==> src/design/aid_pkg.sv <==
// shared constants and types of the alu instruction datapath
package aid_pkg;
	// data and register file geometry
	localparam int unsigned DATA_W    = 8;
	localparam int unsigned REG_COUNT = 32;
	localparam int unsigned REG_AW    = 5;
	localparam int unsigned APB_AW    = 8;
	// i/o register indices (byte address is four times the index)
	localparam logic [5:0] STATUS_IDX  = 6'h3f;
	localparam logic [5:0] IO_BIT_LAST = 6'h1f;
	localparam logic [5:0] EVENT_IDX   = 6'h05;
	localparam logic [5:0] SCRATCH_IDX = 6'h12;
	// values after reset and constant masks
	localparam logic [7:0] STATUS_RST  = 8'h00;
	localparam logic [7:0] EVENT_RST   = 8'h00;
	localparam logic [7:0] SCRATCH_RST = 8'h00;
	localparam logic [7:0] ALL_ONES    = 8'hff;
	// status flag positions, msb to lsb: i t h s v n z c
	localparam int unsigned FLAG_C = 0;
	localparam int unsigned FLAG_Z = 1;
	localparam int unsigned FLAG_N = 2;
	localparam int unsigned FLAG_V = 3;
	localparam int unsigned FLAG_S = 4;
	localparam int unsigned FLAG_H = 5;
	localparam int unsigned FLAG_T = 6;
	localparam int unsigned FLAG_I = 7;
	// cycle counts
	localparam int unsigned ALU_CYCLES = 1;
	localparam int unsigned BIT_CYCLES = 2;
	// operations issued by the decoder
	typedef enum logic [3:0] {
		OP_ADD = 4'h0, OP_ADC = 4'h1, OP_SUB = 4'h2, OP_SUBTRACT_IMMEDIATE = 4'h3,
		OP_SBC = 4'h4, OP_SUBTRACT_IMMEDIATE_WITH_CARRY = 4'h5, OP_AND = 4'h6, OP_AND_IMMEDIATE = 4'h7,
		OP_OR = 4'h8, OP_ORI = 4'h9, OP_EOR = 4'ha, OP_SETM = 4'hb,
		OP_CLRM = 4'hc, OP_TEST = 4'hd, OP_IOSET = 4'he, OP_IOCLR = 4'hf
	} aid_op_t;
	// bit instruction sequencer
	typedef enum logic [1:0] {
		ST_IDLE  = 2'b01,
		ST_WRITE = 2'b10
	} aid_state_t;
endpackage

==> src/design/aid_datapath.sv <==
// alu datapath top: execute stage, status flags, i/o bit sequencer, apb slave
// Functional notes
// RULE_01: add two registers, optionally plus carry, store the sum and update z c n v h in one clock.
// RULE_02: subtract source from destination, optionally minus carry, store it and update z c n v h in one clock.
// RULE_03: subtract an immediate from the destination, store it and update z c n v h in one clock.
// RULE_04: subtract an immediate and the carry from the destination, store it and update z c n v h in one clock.
// RULE_05: and the destination with a register or immediate, store it, update only z n v, in one clock.
// RULE_06: or with register or immediate, or xor with register, store it, update only z n v, in one clock.
// RULE_07: set bits ors a mask into the destination, keeps other bits, updates z n v in one clock.
// RULE_08: clear bits ands the destination with all-ones minus the mask and updates z n v in one clock.
// RULE_09: test ands a register with itself, leaving it unchanged, and sets z n v in one clock.
// RULE_10: certain i/o flags clear when a one is written to them and keep their value on a zero.
// RULE_11: i/o bit set and clear only reach i/o indices 0x00 to 0x1f.
// RULE_12: i/o bit set and clear rewrite the whole register, so a set clear-on-one flag is cleared.
// RULE_13: software writes zero to reserved bits of i/o registers it touches.
// RULE_14: software never writes a reserved i/o address.
// RULE_15: status flags are i t h s v n z c from msb down; the alu updates c z n v h.
`timescale 1ns/1ps
module aid_datapath #(
	parameter int unsigned REG_COUNT = aid_pkg::REG_COUNT
) (
	input  wire logic        clk,
	input  wire logic        nrst,
	// decoder side
	input  wire logic        opValid,
	output logic             opReady,
	input  wire logic [3:0]  opCode,
	input  wire logic [4:0]  dstIdx,
	input  wire logic [4:0]  srcIdx,
	input  wire logic [7:0]  immValue,
	input  wire logic [5:0]  ioIdx,
	input  wire logic [2:0]  bitSel,
	output logic             resultValid,
	output logic [4:0]       resultDst,
	output logic [7:0]       resultData,
	output logic             ioRefused,
	output logic [7:0]       statusFlags,
	// i/o space side
	input  wire logic [7:0]  eventIn,
	output logic [7:0]       scratchOut,
	// apb slave
	input  wire logic [7:0]  paddr,
	input  wire logic        psel,
	input  wire logic        penable,
	input  wire logic        pwrite,
	input  wire logic [31:0] pwdata,
	output logic [31:0]      prdata,
	output logic             pready,
	output logic             pslverr
);
	if (REG_COUNT != aid_pkg::REG_COUNT) begin : g_chk
		$error("aid_datapath: register index is five bits wide");
	end

	aid_pkg::aid_state_t state_reg;
	aid_pkg::aid_state_t state_next;
	aid_pkg::aid_op_t    exOp_reg;
	logic       exValid_reg;
	logic [4:0] exDst_reg;
	logic [7:0] exImm_reg;
	logic [7:0] status_reg;
	logic [7:0] flagsNext;
	logic [7:0] opA;
	logic [7:0] opSrc;
	logic [7:0] opB;
	logic [7:0] aluRes;
	logic [10:0] arith;
	logic       resultValid_reg;
	logic [4:0] resultDst_reg;
	logic [7:0] resultData_reg;
	logic       ioRefused_reg;
	logic [4:0] rmwIdx_reg;
	logic [7:0] rmwData_reg;
	logic [7:0] ioRdBit;
	logic [7:0] ioRdApb;
	logic [31:0] prdata_reg;
	logic       accept;
	logic       isBit;
	logic       bitOk;
	logic [5:0] apbIdx;
	logic       apbMapped;
	logic       apbWrite;
	logic       ioWrEn;
	logic [5:0] ioWrIdx;
	logic [7:0] ioWrData;

	// arithmetic with flags packed as {v, h, c, result}
	function automatic logic [10:0] aluArith(input logic [7:0] a, b, input logic cin, sub);
		logic [7:0] r;
		logic       h;
		logic       c;
		logic       v;
		r = sub ? 8'(a - b - {7'h00, cin}) : 8'(a + b + {7'h00, cin});
		if (sub) begin
			h = (~a[3] & b[3]) | (b[3] & r[3]) | (r[3] & ~a[3]);
			c = (~a[7] & b[7]) | (b[7] & r[7]) | (r[7] & ~a[7]);
			v = (a[7] & ~b[7] & ~r[7]) | (~a[7] & b[7] & r[7]);
		end else begin
			h = (a[3] & b[3]) | (b[3] & ~r[3]) | (~r[3] & a[3]);
			c = (a[7] & b[7]) | (b[7] & ~r[7]) | (~r[7] & a[7]);
			v = (a[7] & b[7] & ~r[7]) | (~a[7] & ~b[7] & r[7]);
		end
		aluArith = {v, h, c, r};
	endfunction

	// immediate forms and the mask forms take the constant as second operand
	function automatic logic isImm(input aid_pkg::aid_op_t op);
		isImm = op inside {aid_pkg::OP_SUBTRACT_IMMEDIATE, aid_pkg::OP_SUBTRACT_IMMEDIATE_WITH_CARRY, aid_pkg::OP_AND_IMMEDIATE, aid_pkg::OP_ORI,
			aid_pkg::OP_SETM, aid_pkg::OP_CLRM};
	endfunction

	assign isBit  = opCode == aid_pkg::OP_IOSET || opCode == aid_pkg::OP_IOCLR;
	assign bitOk  = ioIdx <= aid_pkg::IO_BIT_LAST; // [RULE_11]
	assign accept = opValid && opReady;

	// operands come straight out of the register file's read register
	aid_regfile #(
		.WIDTH (aid_pkg::DATA_W),
		.DEPTH (REG_COUNT),
		.AW    (aid_pkg::REG_AW)
	) u_regs (
		.clk     (clk),
		.wrEn    (exValid_reg),
		.wrAddr  (exDst_reg),
		.wrData  (aluRes),
		.rdAddrA (dstIdx),
		.rdAddrB (srcIdx),
		.rdDataA (opA),
		.rdDataB (opSrc)
	);

	// issue stage: capture the op while the register file reads
	always_ff @(posedge clk) begin
		if (!nrst) begin
			exValid_reg <= 1'b0;
			exOp_reg    <= aid_pkg::OP_ADD;
			exDst_reg   <= 5'h00;
			exImm_reg   <= 8'h00;
		end else begin
			exValid_reg <= accept && !isBit;
			exOp_reg    <= aid_pkg::aid_op_t'(opCode);
			exDst_reg   <= dstIdx;
			exImm_reg   <= immValue;
		end
	end

	// second operand select; the clear mask is all-ones minus the constant
	always_comb begin
		if (exOp_reg == aid_pkg::OP_CLRM) begin
			opB = aid_pkg::ALL_ONES - exImm_reg; // [RULE_08]
		end else if (exOp_reg == aid_pkg::OP_TEST) begin
			opB = opA; // [RULE_09]
		end else if (isImm(exOp_reg)) begin
			opB = exImm_reg; // [RULE_03]
		end else begin
			opB = opSrc;
		end
	end

	// execute: result and flags settle within the single execute cycle
	always_comb begin
		arith     = aluArith(opA, opB, 1'b0, 1'b0);
		aluRes    = opA;
		flagsNext = status_reg;
		case (exOp_reg)
			aid_pkg::OP_ADD, aid_pkg::OP_ADC: begin
				arith = aluArith(opA, opB, exOp_reg == aid_pkg::OP_ADC && status_reg[aid_pkg::FLAG_C], 1'b0); // [RULE_01]
			end
			aid_pkg::OP_SUB, aid_pkg::OP_SUBTRACT_IMMEDIATE: begin
				arith = aluArith(opA, opB, 1'b0, 1'b1); // [RULE_02] [RULE_03]
			end
			aid_pkg::OP_SBC, aid_pkg::OP_SUBTRACT_IMMEDIATE_WITH_CARRY: begin
				arith = aluArith(opA, opB, status_reg[aid_pkg::FLAG_C], 1'b1); // [RULE_02] [RULE_04]
			end
			aid_pkg::OP_AND, aid_pkg::OP_AND_IMMEDIATE, aid_pkg::OP_CLRM, aid_pkg::OP_TEST: begin
				aluRes = opA & opB; // [RULE_05] [RULE_08] [RULE_09]
			end
			aid_pkg::OP_OR, aid_pkg::OP_ORI, aid_pkg::OP_SETM: begin
				aluRes = opA | opB; // [RULE_06] [RULE_07]
			end
			aid_pkg::OP_EOR: begin
				aluRes = opA ^ opB; // [RULE_06]
			end
			default: begin
				aluRes = opA;
			end
		endcase
		if (exOp_reg <= aid_pkg::OP_SUBTRACT_IMMEDIATE_WITH_CARRY) begin
			aluRes                     = arith[7:0];
			flagsNext[aid_pkg::FLAG_C] = arith[8]; // [RULE_15]
			flagsNext[aid_pkg::FLAG_H] = arith[9];
			flagsNext[aid_pkg::FLAG_V] = arith[10];
		end else begin
			flagsNext[aid_pkg::FLAG_V] = 1'b0; // [RULE_05] [RULE_06]
		end
		flagsNext[aid_pkg::FLAG_N] = aluRes[7];
		flagsNext[aid_pkg::FLAG_Z] = aluRes == 8'h00;
	end

	// status flags: the executing op wins over a software write in the same cycle
	always_ff @(posedge clk) begin
		if (!nrst) begin
			status_reg <= aid_pkg::STATUS_RST;
		end else if (exValid_reg) begin
			status_reg <= flagsNext; // [RULE_15]
		end else if (apbWrite && apbIdx == aid_pkg::STATUS_IDX) begin
			status_reg <= pwdata[7:0];
		end
	end

	// result report to the decoder, registered at the same edge as write-back
	always_ff @(posedge clk) begin
		if (!nrst) begin
			resultValid_reg <= 1'b0;
			resultDst_reg   <= 5'h00;
			resultData_reg  <= 8'h00;
		end else begin
			resultValid_reg <= exValid_reg;
			// data stands until the next result, not only for the valid pulse
			if (exValid_reg) begin
				resultDst_reg  <= exDst_reg;
				resultData_reg <= aluRes;
			end
		end
	end

	// bit sequencer: read in the accept cycle, rewrite the whole byte next cycle
	always_comb begin
		state_next = state_reg;
		case (state_reg)
			aid_pkg::ST_IDLE: begin
				if (accept && isBit && bitOk) begin
					state_next = aid_pkg::ST_WRITE; // [RULE_12]
				end
			end
			aid_pkg::ST_WRITE: begin
				state_next = aid_pkg::ST_IDLE;
			end
			default: begin
				state_next = aid_pkg::ST_IDLE;
			end
		endcase
	end

	always_ff @(posedge clk) begin
		if (!nrst) begin
			state_reg <= aid_pkg::ST_IDLE;
		end else begin
			state_reg <= state_next;
		end
	end

	// modified byte keeps every other bit as read, flags set included
	always_ff @(posedge clk) begin
		if (!nrst) begin
			rmwIdx_reg    <= 5'h00;
			rmwData_reg   <= 8'h00;
			ioRefused_reg <= 1'b0;
		end else begin
			ioRefused_reg <= accept && isBit && !bitOk; // [RULE_11]
			if (accept && isBit && bitOk) begin
				rmwIdx_reg  <= ioIdx[4:0];
				rmwData_reg <= (opCode == aid_pkg::OP_IOSET) ? (ioRdBit | (8'h01 << bitSel))
					: (ioRdBit & ~(8'h01 << bitSel)); // [RULE_12]
			end
		end
	end

	// one op at a time while the rewrite holds the i/o write port
	assign opReady = state_reg == aid_pkg::ST_IDLE;

	// apb decode: word index, aligned, only implemented registers answer cleanly
	assign apbIdx    = paddr[7:2];
	assign apbMapped = paddr[1:0] == 2'b00 && (apbIdx == aid_pkg::STATUS_IDX
		|| apbIdx == aid_pkg::EVENT_IDX || apbIdx == aid_pkg::SCRATCH_IDX);
	assign pready    = psel && penable && state_reg != aid_pkg::ST_WRITE;
	assign pslverr   = pready && !apbMapped;
	assign apbWrite  = pready && pwrite && apbMapped;

	// i/o write port: the rewrite has priority, apb is stalled meanwhile
	assign ioWrEn   = state_reg == aid_pkg::ST_WRITE || (apbWrite && apbIdx != aid_pkg::STATUS_IDX);
	assign ioWrIdx  = state_reg == aid_pkg::ST_WRITE ? {1'b0, rmwIdx_reg} : apbIdx;
	assign ioWrData = state_reg == aid_pkg::ST_WRITE ? rmwData_reg : pwdata[7:0];

	aid_io_space u_io (
		.clk        (clk),
		.nrst       (nrst),
		.wrEn       (ioWrEn),
		.wrIdx      (ioWrIdx),
		.wrData     (ioWrData),
		.eventIn    (eventIn),
		.rdIdxA     (ioIdx),
		.rdIdxB     (apbIdx),
		.rdDataA    (ioRdBit),
		.rdDataB    (ioRdApb),
		.scratchOut (scratchOut)
	);

	// read data is captured every waiting cycle so the sampling edge sees it
	always_ff @(posedge clk) begin
		if (!nrst) begin
			prdata_reg <= 32'h0000_0000;
		end else if (psel && !pready) begin
			prdata_reg <= {24'h00_0000, (apbIdx == aid_pkg::STATUS_IDX) ? status_reg : ioRdApb};
		end
	end

	assign prdata      = prdata_reg;
	assign resultValid = resultValid_reg;
	assign resultDst   = resultDst_reg;
	assign resultData  = resultData_reg;
	assign ioRefused   = ioRefused_reg;
	assign statusFlags = status_reg;

	// checks on the datapath
	add_sum_a: assert property (@(posedge clk) disable iff (!nrst) // [RULE_01]
		exValid_reg && exOp_reg == aid_pkg::OP_ADC |=> resultData == 8'($past(opA) + $past(opSrc)
		+ {7'h00, $past(status_reg[aid_pkg::FLAG_C])})) else $error("add with carry sum wrong");
	sub_borrow_a: assert property (@(posedge clk) disable iff (!nrst) // [RULE_02]
		exValid_reg && exOp_reg == aid_pkg::OP_SUB |=> statusFlags[aid_pkg::FLAG_C] == ($past(opA) < $past(opSrc))
		&& resultData == 8'($past(opA) - $past(opSrc))) else $error("subtract borrow or result wrong");
	subtract_immediate_result_a: assert property (@(posedge clk) disable iff (!nrst) // [RULE_03]
		accept && opCode == aid_pkg::OP_SUBTRACT_IMMEDIATE ##1 1'b1 |=> resultData == 8'($past(opA) - $past(immValue, 2)))
		else $error("subtract immediate result wrong");
	subtract_immediate_with_carry_result_a: assert property (@(posedge clk) disable iff (!nrst) // [RULE_04]
		exValid_reg && exOp_reg == aid_pkg::OP_SUBTRACT_IMMEDIATE_WITH_CARRY |=> resultData == 8'($past(opA) - $past(exImm_reg)
		- {7'h00, $past(status_reg[aid_pkg::FLAG_C])})) else $error("subtract immediate with carry wrong");
	logic_keeps_ch_a: assert property (@(posedge clk) disable iff (!nrst) // [RULE_05]
		exValid_reg && exOp_reg inside {aid_pkg::OP_AND, aid_pkg::OP_AND_IMMEDIATE} |=> !statusFlags[aid_pkg::FLAG_V]
		&& statusFlags[aid_pkg::FLAG_C] == $past(status_reg[aid_pkg::FLAG_C])
		&& statusFlags[aid_pkg::FLAG_H] == $past(status_reg[aid_pkg::FLAG_H])) else $error("and touched c or h");
	xor_result_a: assert property (@(posedge clk) disable iff (!nrst) // [RULE_06]
		exValid_reg && exOp_reg == aid_pkg::OP_EOR |=> resultData == ($past(opA) ^ $past(opSrc))
		&& statusFlags[aid_pkg::FLAG_N] == resultData[7]) else $error("exclusive or wrong");
	set_mask_a: assert property (@(posedge clk) disable iff (!nrst) // [RULE_07]
		exValid_reg && exOp_reg == aid_pkg::OP_SETM |=> resultData == ($past(opA) | $past(exImm_reg)))
		else $error("set bits wrong");
	clear_mask_a: assert property (@(posedge clk) disable iff (!nrst) // [RULE_08]
		exValid_reg && exOp_reg == aid_pkg::OP_CLRM |=> resultData == ($past(opA) & ~$past(exImm_reg)))
		else $error("clear bits wrong");
	test_keeps_a: assert property (@(posedge clk) disable iff (!nrst) // [RULE_09]
		exValid_reg && exOp_reg == aid_pkg::OP_TEST |=> resultData == $past(opA)
		&& statusFlags[aid_pkg::FLAG_Z] == ($past(opA) == 8'h00)) else $error("test changed value or z");
	bit_range_a: assert property (@(posedge clk) disable iff (!nrst) // [RULE_11]
		accept && isBit && ioIdx > aid_pkg::IO_BIT_LAST |=> state_reg == aid_pkg::ST_IDLE && ioRefused)
		else $error("high i/o index not refused");
	rmw_two_a: assert property (@(posedge clk) disable iff (!nrst) // [RULE_12]
		accept && isBit && bitOk |=> state_reg == aid_pkg::ST_WRITE && ioWrEn ##1 state_reg == aid_pkg::ST_IDLE)
		else $error("bit rewrite not two cycles");
	flags_update_a: assert property (@(posedge clk) disable iff (!nrst) // [RULE_15]
		exValid_reg |=> statusFlags[7:6] == $past(status_reg[7:6]) && statusFlags[aid_pkg::FLAG_S]
		== $past(status_reg[aid_pkg::FLAG_S])) else $error("alu touched i t or s");
endmodule // aid_datapath

==> src/design/aid_regfile.sv <==
// working register file: two registered read ports, one write port, write-first
`timescale 1ns/1ps
module aid_regfile #(
	parameter int unsigned WIDTH = 8,
	parameter int unsigned DEPTH = 32,
	parameter int unsigned AW    = 5
) (
	input  wire logic             clk,
	input  wire logic             wrEn,
	input  wire logic [AW-1:0]    wrAddr,
	input  wire logic [WIDTH-1:0] wrData,
	input  wire logic [AW-1:0]    rdAddrA,
	input  wire logic [AW-1:0]    rdAddrB,
	output logic      [WIDTH-1:0] rdDataA,
	output logic      [WIDTH-1:0] rdDataB
);
	if (DEPTH > (1 << AW) || WIDTH == 0) begin : g_chk
		$error("aid_regfile: depth does not fit the address width");
	end

	logic [WIDTH-1:0] mem [DEPTH];

	// write-first so a back-to-back dependent op sees the fresh value
	always_ff @(posedge clk) begin
		if (wrEn) begin
			mem[wrAddr] <= wrData;
		end
		rdDataA <= (wrEn && wrAddr == rdAddrA) ? wrData : mem[rdAddrA];
		rdDataB <= (wrEn && wrAddr == rdAddrB) ? wrData : mem[rdAddrB];
	end
endmodule // aid_regfile

==> src/design/aid_io_space.sv <==
// low i/o space: write-one-to-clear event flags and a scratch register
`timescale 1ns/1ps
module aid_io_space (
	input  wire logic       clk,
	input  wire logic       nrst,
	input  wire logic       wrEn,
	input  wire logic [5:0] wrIdx,
	input  wire logic [7:0] wrData,
	input  wire logic [7:0] eventIn,
	input  wire logic [5:0] rdIdxA,
	input  wire logic [5:0] rdIdxB,
	output logic      [7:0] rdDataA,
	output logic      [7:0] rdDataB,
	output logic      [7:0] scratchOut
);
	logic [7:0] event_reg;
	logic [7:0] scratch_reg;

	function automatic logic [7:0] ioRead(input logic [5:0] idx, input logic [7:0] ev, sc);
		ioRead = (idx == aid_pkg::EVENT_IDX) ? ev : (idx == aid_pkg::SCRATCH_IDX) ? sc : 8'h00;
	endfunction

	// one clears, zero keeps; a new event in the clearing cycle still sets
	always_ff @(posedge clk) begin
		if (!nrst) begin
			event_reg <= aid_pkg::EVENT_RST;
		end else begin
			event_reg <= (event_reg & ~((wrEn && wrIdx == aid_pkg::EVENT_IDX) ? wrData : 8'h00)) | eventIn; // [RULE_10]
		end
	end

	// plain read-write register
	always_ff @(posedge clk) begin
		if (!nrst) begin
			scratch_reg <= aid_pkg::SCRATCH_RST;
		end else if (wrEn && wrIdx == aid_pkg::SCRATCH_IDX) begin
			scratch_reg <= wrData;
		end
	end

	assign rdDataA    = ioRead(rdIdxA, event_reg, scratch_reg);
	assign rdDataB    = ioRead(rdIdxB, event_reg, scratch_reg);
	assign scratchOut = scratch_reg;
endmodule // aid_io_space

==> config.mk <==
export PLATFORM = sky130hd
export DESIGN_NAME = aid_datapath
export DESIGN_NICKNAME = d
export VERILOG_FILES = /design/src/design/aid_pkg.sv /design/src/design/aid_datapath.sv /design/src/design/aid_regfile.sv /design/src/design/aid_io_space.sv
export SDC_FILE = /design/constraint.sdc
export NUM_CORES = 1
export LEC_CHECK = 0
export BUFFER_PORTS_ARGS = -buffer_cell sky130_fd_sc_hd__clkbuf_2
export CAP_MARGIN = 20
export CORE_MARGIN = 10
export CORE_UTILIZATION = 55
export DETAILED_ROUTE_END_ITERATION = 16
export GPL_TIMING_DRIVEN = 0
export PLACE_DENSITY = 0.72
export SETUP_SLACK_MARGIN = 0.15
export SLEW_MARGIN = 10
export SYNTH_ARGS = -nofsm -noshare
export SYNTH_HDL_FRONTEND = slang
export SYNTH_SLANG_ARGS = --single-unit
==> constraint.sdc <==
create_clock -name clk -period 9.8 [get_ports clk]
set_clock_uncertainty 0.05 [all_clocks]
set_input_delay 1.47 -clock clk [delete_from_list [all_inputs] [get_ports clk]]
set_output_delay 1.47 -clock clk [all_outputs]
set_load 0.1 [all_outputs]
# == After elaboration in Yosys (flattened, before gate mapping) ==
# Memory sizes are Yosys's and may differ from the RTL's. A register that Yosys moved wholly into a read port is not among the register bits.
# Cells that the tools add are included.
# word_totals
reg_bits,80
ramBits,256
in_bits,85
out_inout_bits,66
wordCells,182
n_memories,1
# mem_list
memory,words,word_bits,read_ports,rd_clocked_by_memory_dff,wr,line_no,source
u_regs.mem,32,8,2,2,1,aid_regfile.sv:21,logic [WIDTH-1:0] mem [DEPTH];
# op_classes
n_addsub,5
magnitude_cmp,2
eq_ne,27
shift,1
mux,22
n_bitwise,69
reduce_logical,38
# op_table
cell,count
2-to-1 mux 8 bit,12
one-hot mux 11 bit (3 select lines),1
"== test 4 bit, second input constant",8
bitwise AND 1 bit,30
bitwise AND 8 bit,3
bitwise OR 8 bit,3
one-hot mux 8 bit (3 select lines),1
bitwise OR 1 bit,20
"== test 6 x 3 -> 1 bit, second input constant",3
"== test 6 x 5 -> 1 bit, second input constant",3
2-to-1 mux 6 bit,3
logical AND 1 bit,17
"== test 4 x 3 -> 1 bit, second input constant",4
NOT 8 bit,2
NOT 1 bit,10
adder 8 x 1 -> 8 bit,1
adder 8 bit,1
"== test 4 x 2 -> 1 bit, second input constant",2
zero test 8 bit,1
"<< shifter 1 x 3 -> 8 bit, first input constant",1
subtractor 8 x 1 -> 8 bit,1
subtractor 8 bit,1
"subtractor 8 bit, first input constant",1
bitwise XOR 8 bit,1
20 further kinds,34

# == Logic depth before layout (Yosys ltp) ==
# logic_depth
ltp_word,15
depth_mapped,25
depth_no_buf,21

# == By module ==
# From an unflattened synthesis, not the netlist that was laid out.
# unflattened
cells_unflattened,1261
hier_area_um2,18057.3
# by_module_without_submodules
mod,n_inst,cells_each,area_per_inst_um2,seq_area_each_um2
aid_regfile,1,526,12087.8,7887.6
aid_datapath,1,639,5118.7,1281.2
aid_io_space,1,96,850.8,320.3

# == Worst setup path before layout ==
# Ideal clock, no wire load.
# synth_timing
path_kind,register to register
start,register (tool-made name)
end,"memory u_regs.mem[0][6], data pin"
arrival_time_ps,6381
t_required_ps,9251
path_slack_ps,2870
path_stages_with_launch,18
n_path_buf,3
path_cell_list,dfxtp_1 buf_2 buf_2 buf_1 mux4_2 mux4_2 mux2i_1 a21oi_1 a21oi_1 ha_1 or2_2 nor2b_1 o21bai_1 fa_1 nor3b_1 nand3_1 xnor2_1 a221oi_1
# synth_rtl
element,line_no
"end, declared",aid_regfile.sv:21

==> results.json <==
{
  "timing.fmax_mhz": 116,
  "worstPathArrival_ns": 8.67,
  "synth-xor-area-share": 0.00579,
  "drive_gt1_frac": 0.254,
  "nets": 1673,
  "postRouteAntennaNets": 0,
  "postCtsSetupRepairBufs": 0,
  "grt_pass1_vias": 13100,
  "rsz0062_at_grt": "false",
  "cts_tree": "yes",
  "stdcell_count": 2022,
  "required_ns": 9.83,
  "vias": 13500,
  "synth_edf_count": 256,
  "maxSlewViolCount": 0,
  "avgViaCountPerCell": 6.67,
  "avgSynthCellArea_um2": 13.3,
  "ios": 151,
  "synth_top_family_by_area": "multiplexers",
  "r2r_setup_slack_ns": 1.16,
  "critical_path.max_stage_delay_ns": 0.82,
  "seq_area_mm2": 0.00949,
  "root_buffer": "clkbuf_16",
  "wirelength_um": 57400,
  "power_density_mw_per_mm2": 191,
  "die_x_um": 202,
  "r2r_end": "u_regs.mem[8][5]",
  "path_max_fanout": 32,
  "dp_cells": 1942,
  "hp-start": "rmwData_reg[4]",
  "grt_max_degree": 35,
  "largest_register_ffs": 256,
  "rr_worst_depth": 21,
  "areaGrowthSynthToFinish_pct": 15.1,
  "dr.pass1.iters": 6,
  "die-area_mm2": 0.0407,
  "holdWs_ns": 0.410,
  "min_path_type": "reg -> reg",
  "core_area_mm2": 0.0325,
  "drt_iter0_markers": 1857,
  "synthMuxAreaShare": 0.215,
  "ir_worst_vdd_uv": 187,
  "n_fill_cell": 2451,
  "grt_pass1_wl_um": 84800,
  "cts.clk_slew.worst_paths_ns": 0.06,
  "finalHoldViolCount": 0,
  "fin_crit_sh": 0.881,
  "cp_cell_sequence": "buf_2, clkbuf_1, buf_2, clkbuf_1, mux4_2, mux4_2, mux2i_1, a21oi_1, a21oi_1, inv_1, ha_1, a21oi_1, and2_1, fa_1, or3_1, nor3_1, xnor2_1, nor2_1, o311a_1, a211oi_1, inv_1",
  "clock_path_buffers": 3,
  "slowest_stage": "clkbuf_1",
  "total_power_mw": 3.99,
  "worst_path_most_repeated_cell": "a21oi_1",
  "setup_viol": 0,
  "p_leak_nw": 7.45,
  "placed_area_mm2": 0.0196,
  "crit_buf_inv": 6,
  "gp_congestion": 0.943,
  "hpwl_um": 41000,
  "initial_core_util": 0.558,
  "n_antenna_cell": 0,
  "tightest_slew_ns": 1.18,
  "io_buffers": 101,
  "drc": 0,
  "critPathLaunchType": "flop",
  "synth-simple-area-share": 0.0943,
  "synth_cells": 1361,
  "grt-ovfl-total": 0,
  "async_flop_share": 0,
  "finish.utilization": 0.642,
  "cts_buffers": 37,
  "cp_num_cells": 21,
  "synth_compound_area_frac": 0.0933,
  "crit_family": "buffers and inverters",
  "die_y_um": 202,
  "cts_resized": 0,
  "synth-main-ff-cell": "edfxtp_1",
  "synth-seq-area-share": 0.523,
  "setup_tns_ns": 0,
  "endpoint": "u_regs.mem[8][5]",
  "ys_ff_latch": 346,
  "slew_headroom": 0.211,
  "post-route-cell-area_mm2": 0.0209,
  "synth_area_mm2": 0.0181,
  "period_minus_slack_ns": 8.64,
  "max_cap_viol_count": 0,
  "post_drt_wl_per_cell_um": 28.4,
  "antenna_found_initial": 0,
  "status": "finished clean",
  "multi_input_area_mm2": 0.00808,
  "clock_latency_ns": 0.54,
  "ys.warnings.count": 0,
  "cp-end-kind": "flop",
  "num_rows": 66,
  "grt.total_usage": 0.277,
  "crit_type": "reg -> reg",
  "synth.distinct_cells": 79,
  "clock-sinks": 346,
  "h-tree-depth": 2,
  "largest_register": "u_regs.mem",
  "post-place-ws_ns": 1.36,
  "ctsHoldBuffers": 0,
  "synthAdderAreaFrac": 0.0273,
  "fin_ws_ns": 1.16
}
==> worst min-delay path, cell delays in order (launching register included) <==
cell and delay, ns:
dfxtp_1 0.31, nand2_1 0.05, a21oi_1 0.05
==> area by class of cell <==
class                      instances  area share
sequential                       346       0.454
multi-input combinational        882       0.387
clock buffer                      48      0.0492
timing repair buffer             129      0.0409
buffer                           112      0.0275
tap                              442      0.0265
inverter                          44     0.00791
clock inverter                    19     0.00719
==> cell usage after synthesis, drive strengths merged (10+ instances only) <==
| master | number | area, um2 |
|---|---|---|
| edfxtp | 256 | 7690 |
| mux4 | 136 | 3060 |
| nor2 | 103 | 392 |
| dfxtp | 90 | 1800 |
| mux2i | 74 | 757 |
| nand2 | 67 | 251 |
| a21oi | 66 | 330 |
| buf | 59 | 374 |
| o21ai | 55 | 275 |
| clkbuf | 53 | 199 |
| inv | 41 | 154 |
| and2 | 32 | 200 |
| ha | 30 | 375 |
| nand3 | 24 | 120 |
| nor2b | 23 | 144 |
| nor3 | 22 | 110 |
| a211oi | 16 | 120 |
| o211ai | 14 | 105 |
| a221oi | 13 | 114 |
| a22oi | 12 | 90.1 |
| o31ai | 10 | 75.1 |
==> how the worst min path moves through the flow <==
stage                     end  slack (ns)  cells past startpoint
4_1_cts        rmwData_reg[4]        0.41                      2
2_1_floorplan  rmwData_reg[2]        0.39                      2
3_3_place_gp   rmwData_reg[2]        0.39                      2
6_report       rmwData_reg[4]        0.41                      2
3_5_place_dp   rmwData_reg[4]        0.40                      2
5_1_grt        rmwData_reg[7]        0.45                      2
==> cells in the final DEF, fill, tap and decap left out, types with 12 or more instances in the layout <==
cell       count
clkbuf_2     102
a22oi_1       12
nand3_1       24
nor2_1       100
buf_4         33
nor2b_1       23
buf_6         14
buf_2         17
o21ai_0       55
dfxtp_1       90
mux4_2       136
ha_1          30
clkbuf_16     38
a211oi_1      16
edfxtp_1     256
mux2i_1       72
nand2_1       67
nor3_1        22
clkbuf_1      59
conb_1        24
and2_1        32
inv_1         40
a21oi_1       66
o211ai_1      14
==> layer usage <==
layer / vias up / part of all wire / GRT usage
li1: 5678 / - / -
met1: 6650 / 0.37 / 0.360
met2: 1002 / 0.48 / 0.451
met3: 154 / 0.11 / 0.0562
met4: 0 / 0.040 / 0.109
met5: - / 0 / 0
==> power breakdown <==
| group | leakage (nW) | switching (mW) | internal [mW] | total [mW] |
|---|---|---|---|---|
| Clock | 0.590 | 0.587 | 0.774 | 1.36 |
| Combinational | 3.83 | 0.605 | 0.299 | 0.903 |
| Sequential | 3.03 | 0.0173 | 1.71 | 1.72 |
| Total | 7.45 | 1.21 | 2.78 | 3.99 |
==> cells by family after synthesis <==
kind of cell / after synthesis
DFF: 346
and+or+nand+nor: 337
AOI/OAI and AO/OA: 255
muxes: 218
buffers and inverters: 156
adders and majority gates: 36
xor gates and xnor gates: 12
other: 1
Power figures use the tool's default switching activity.
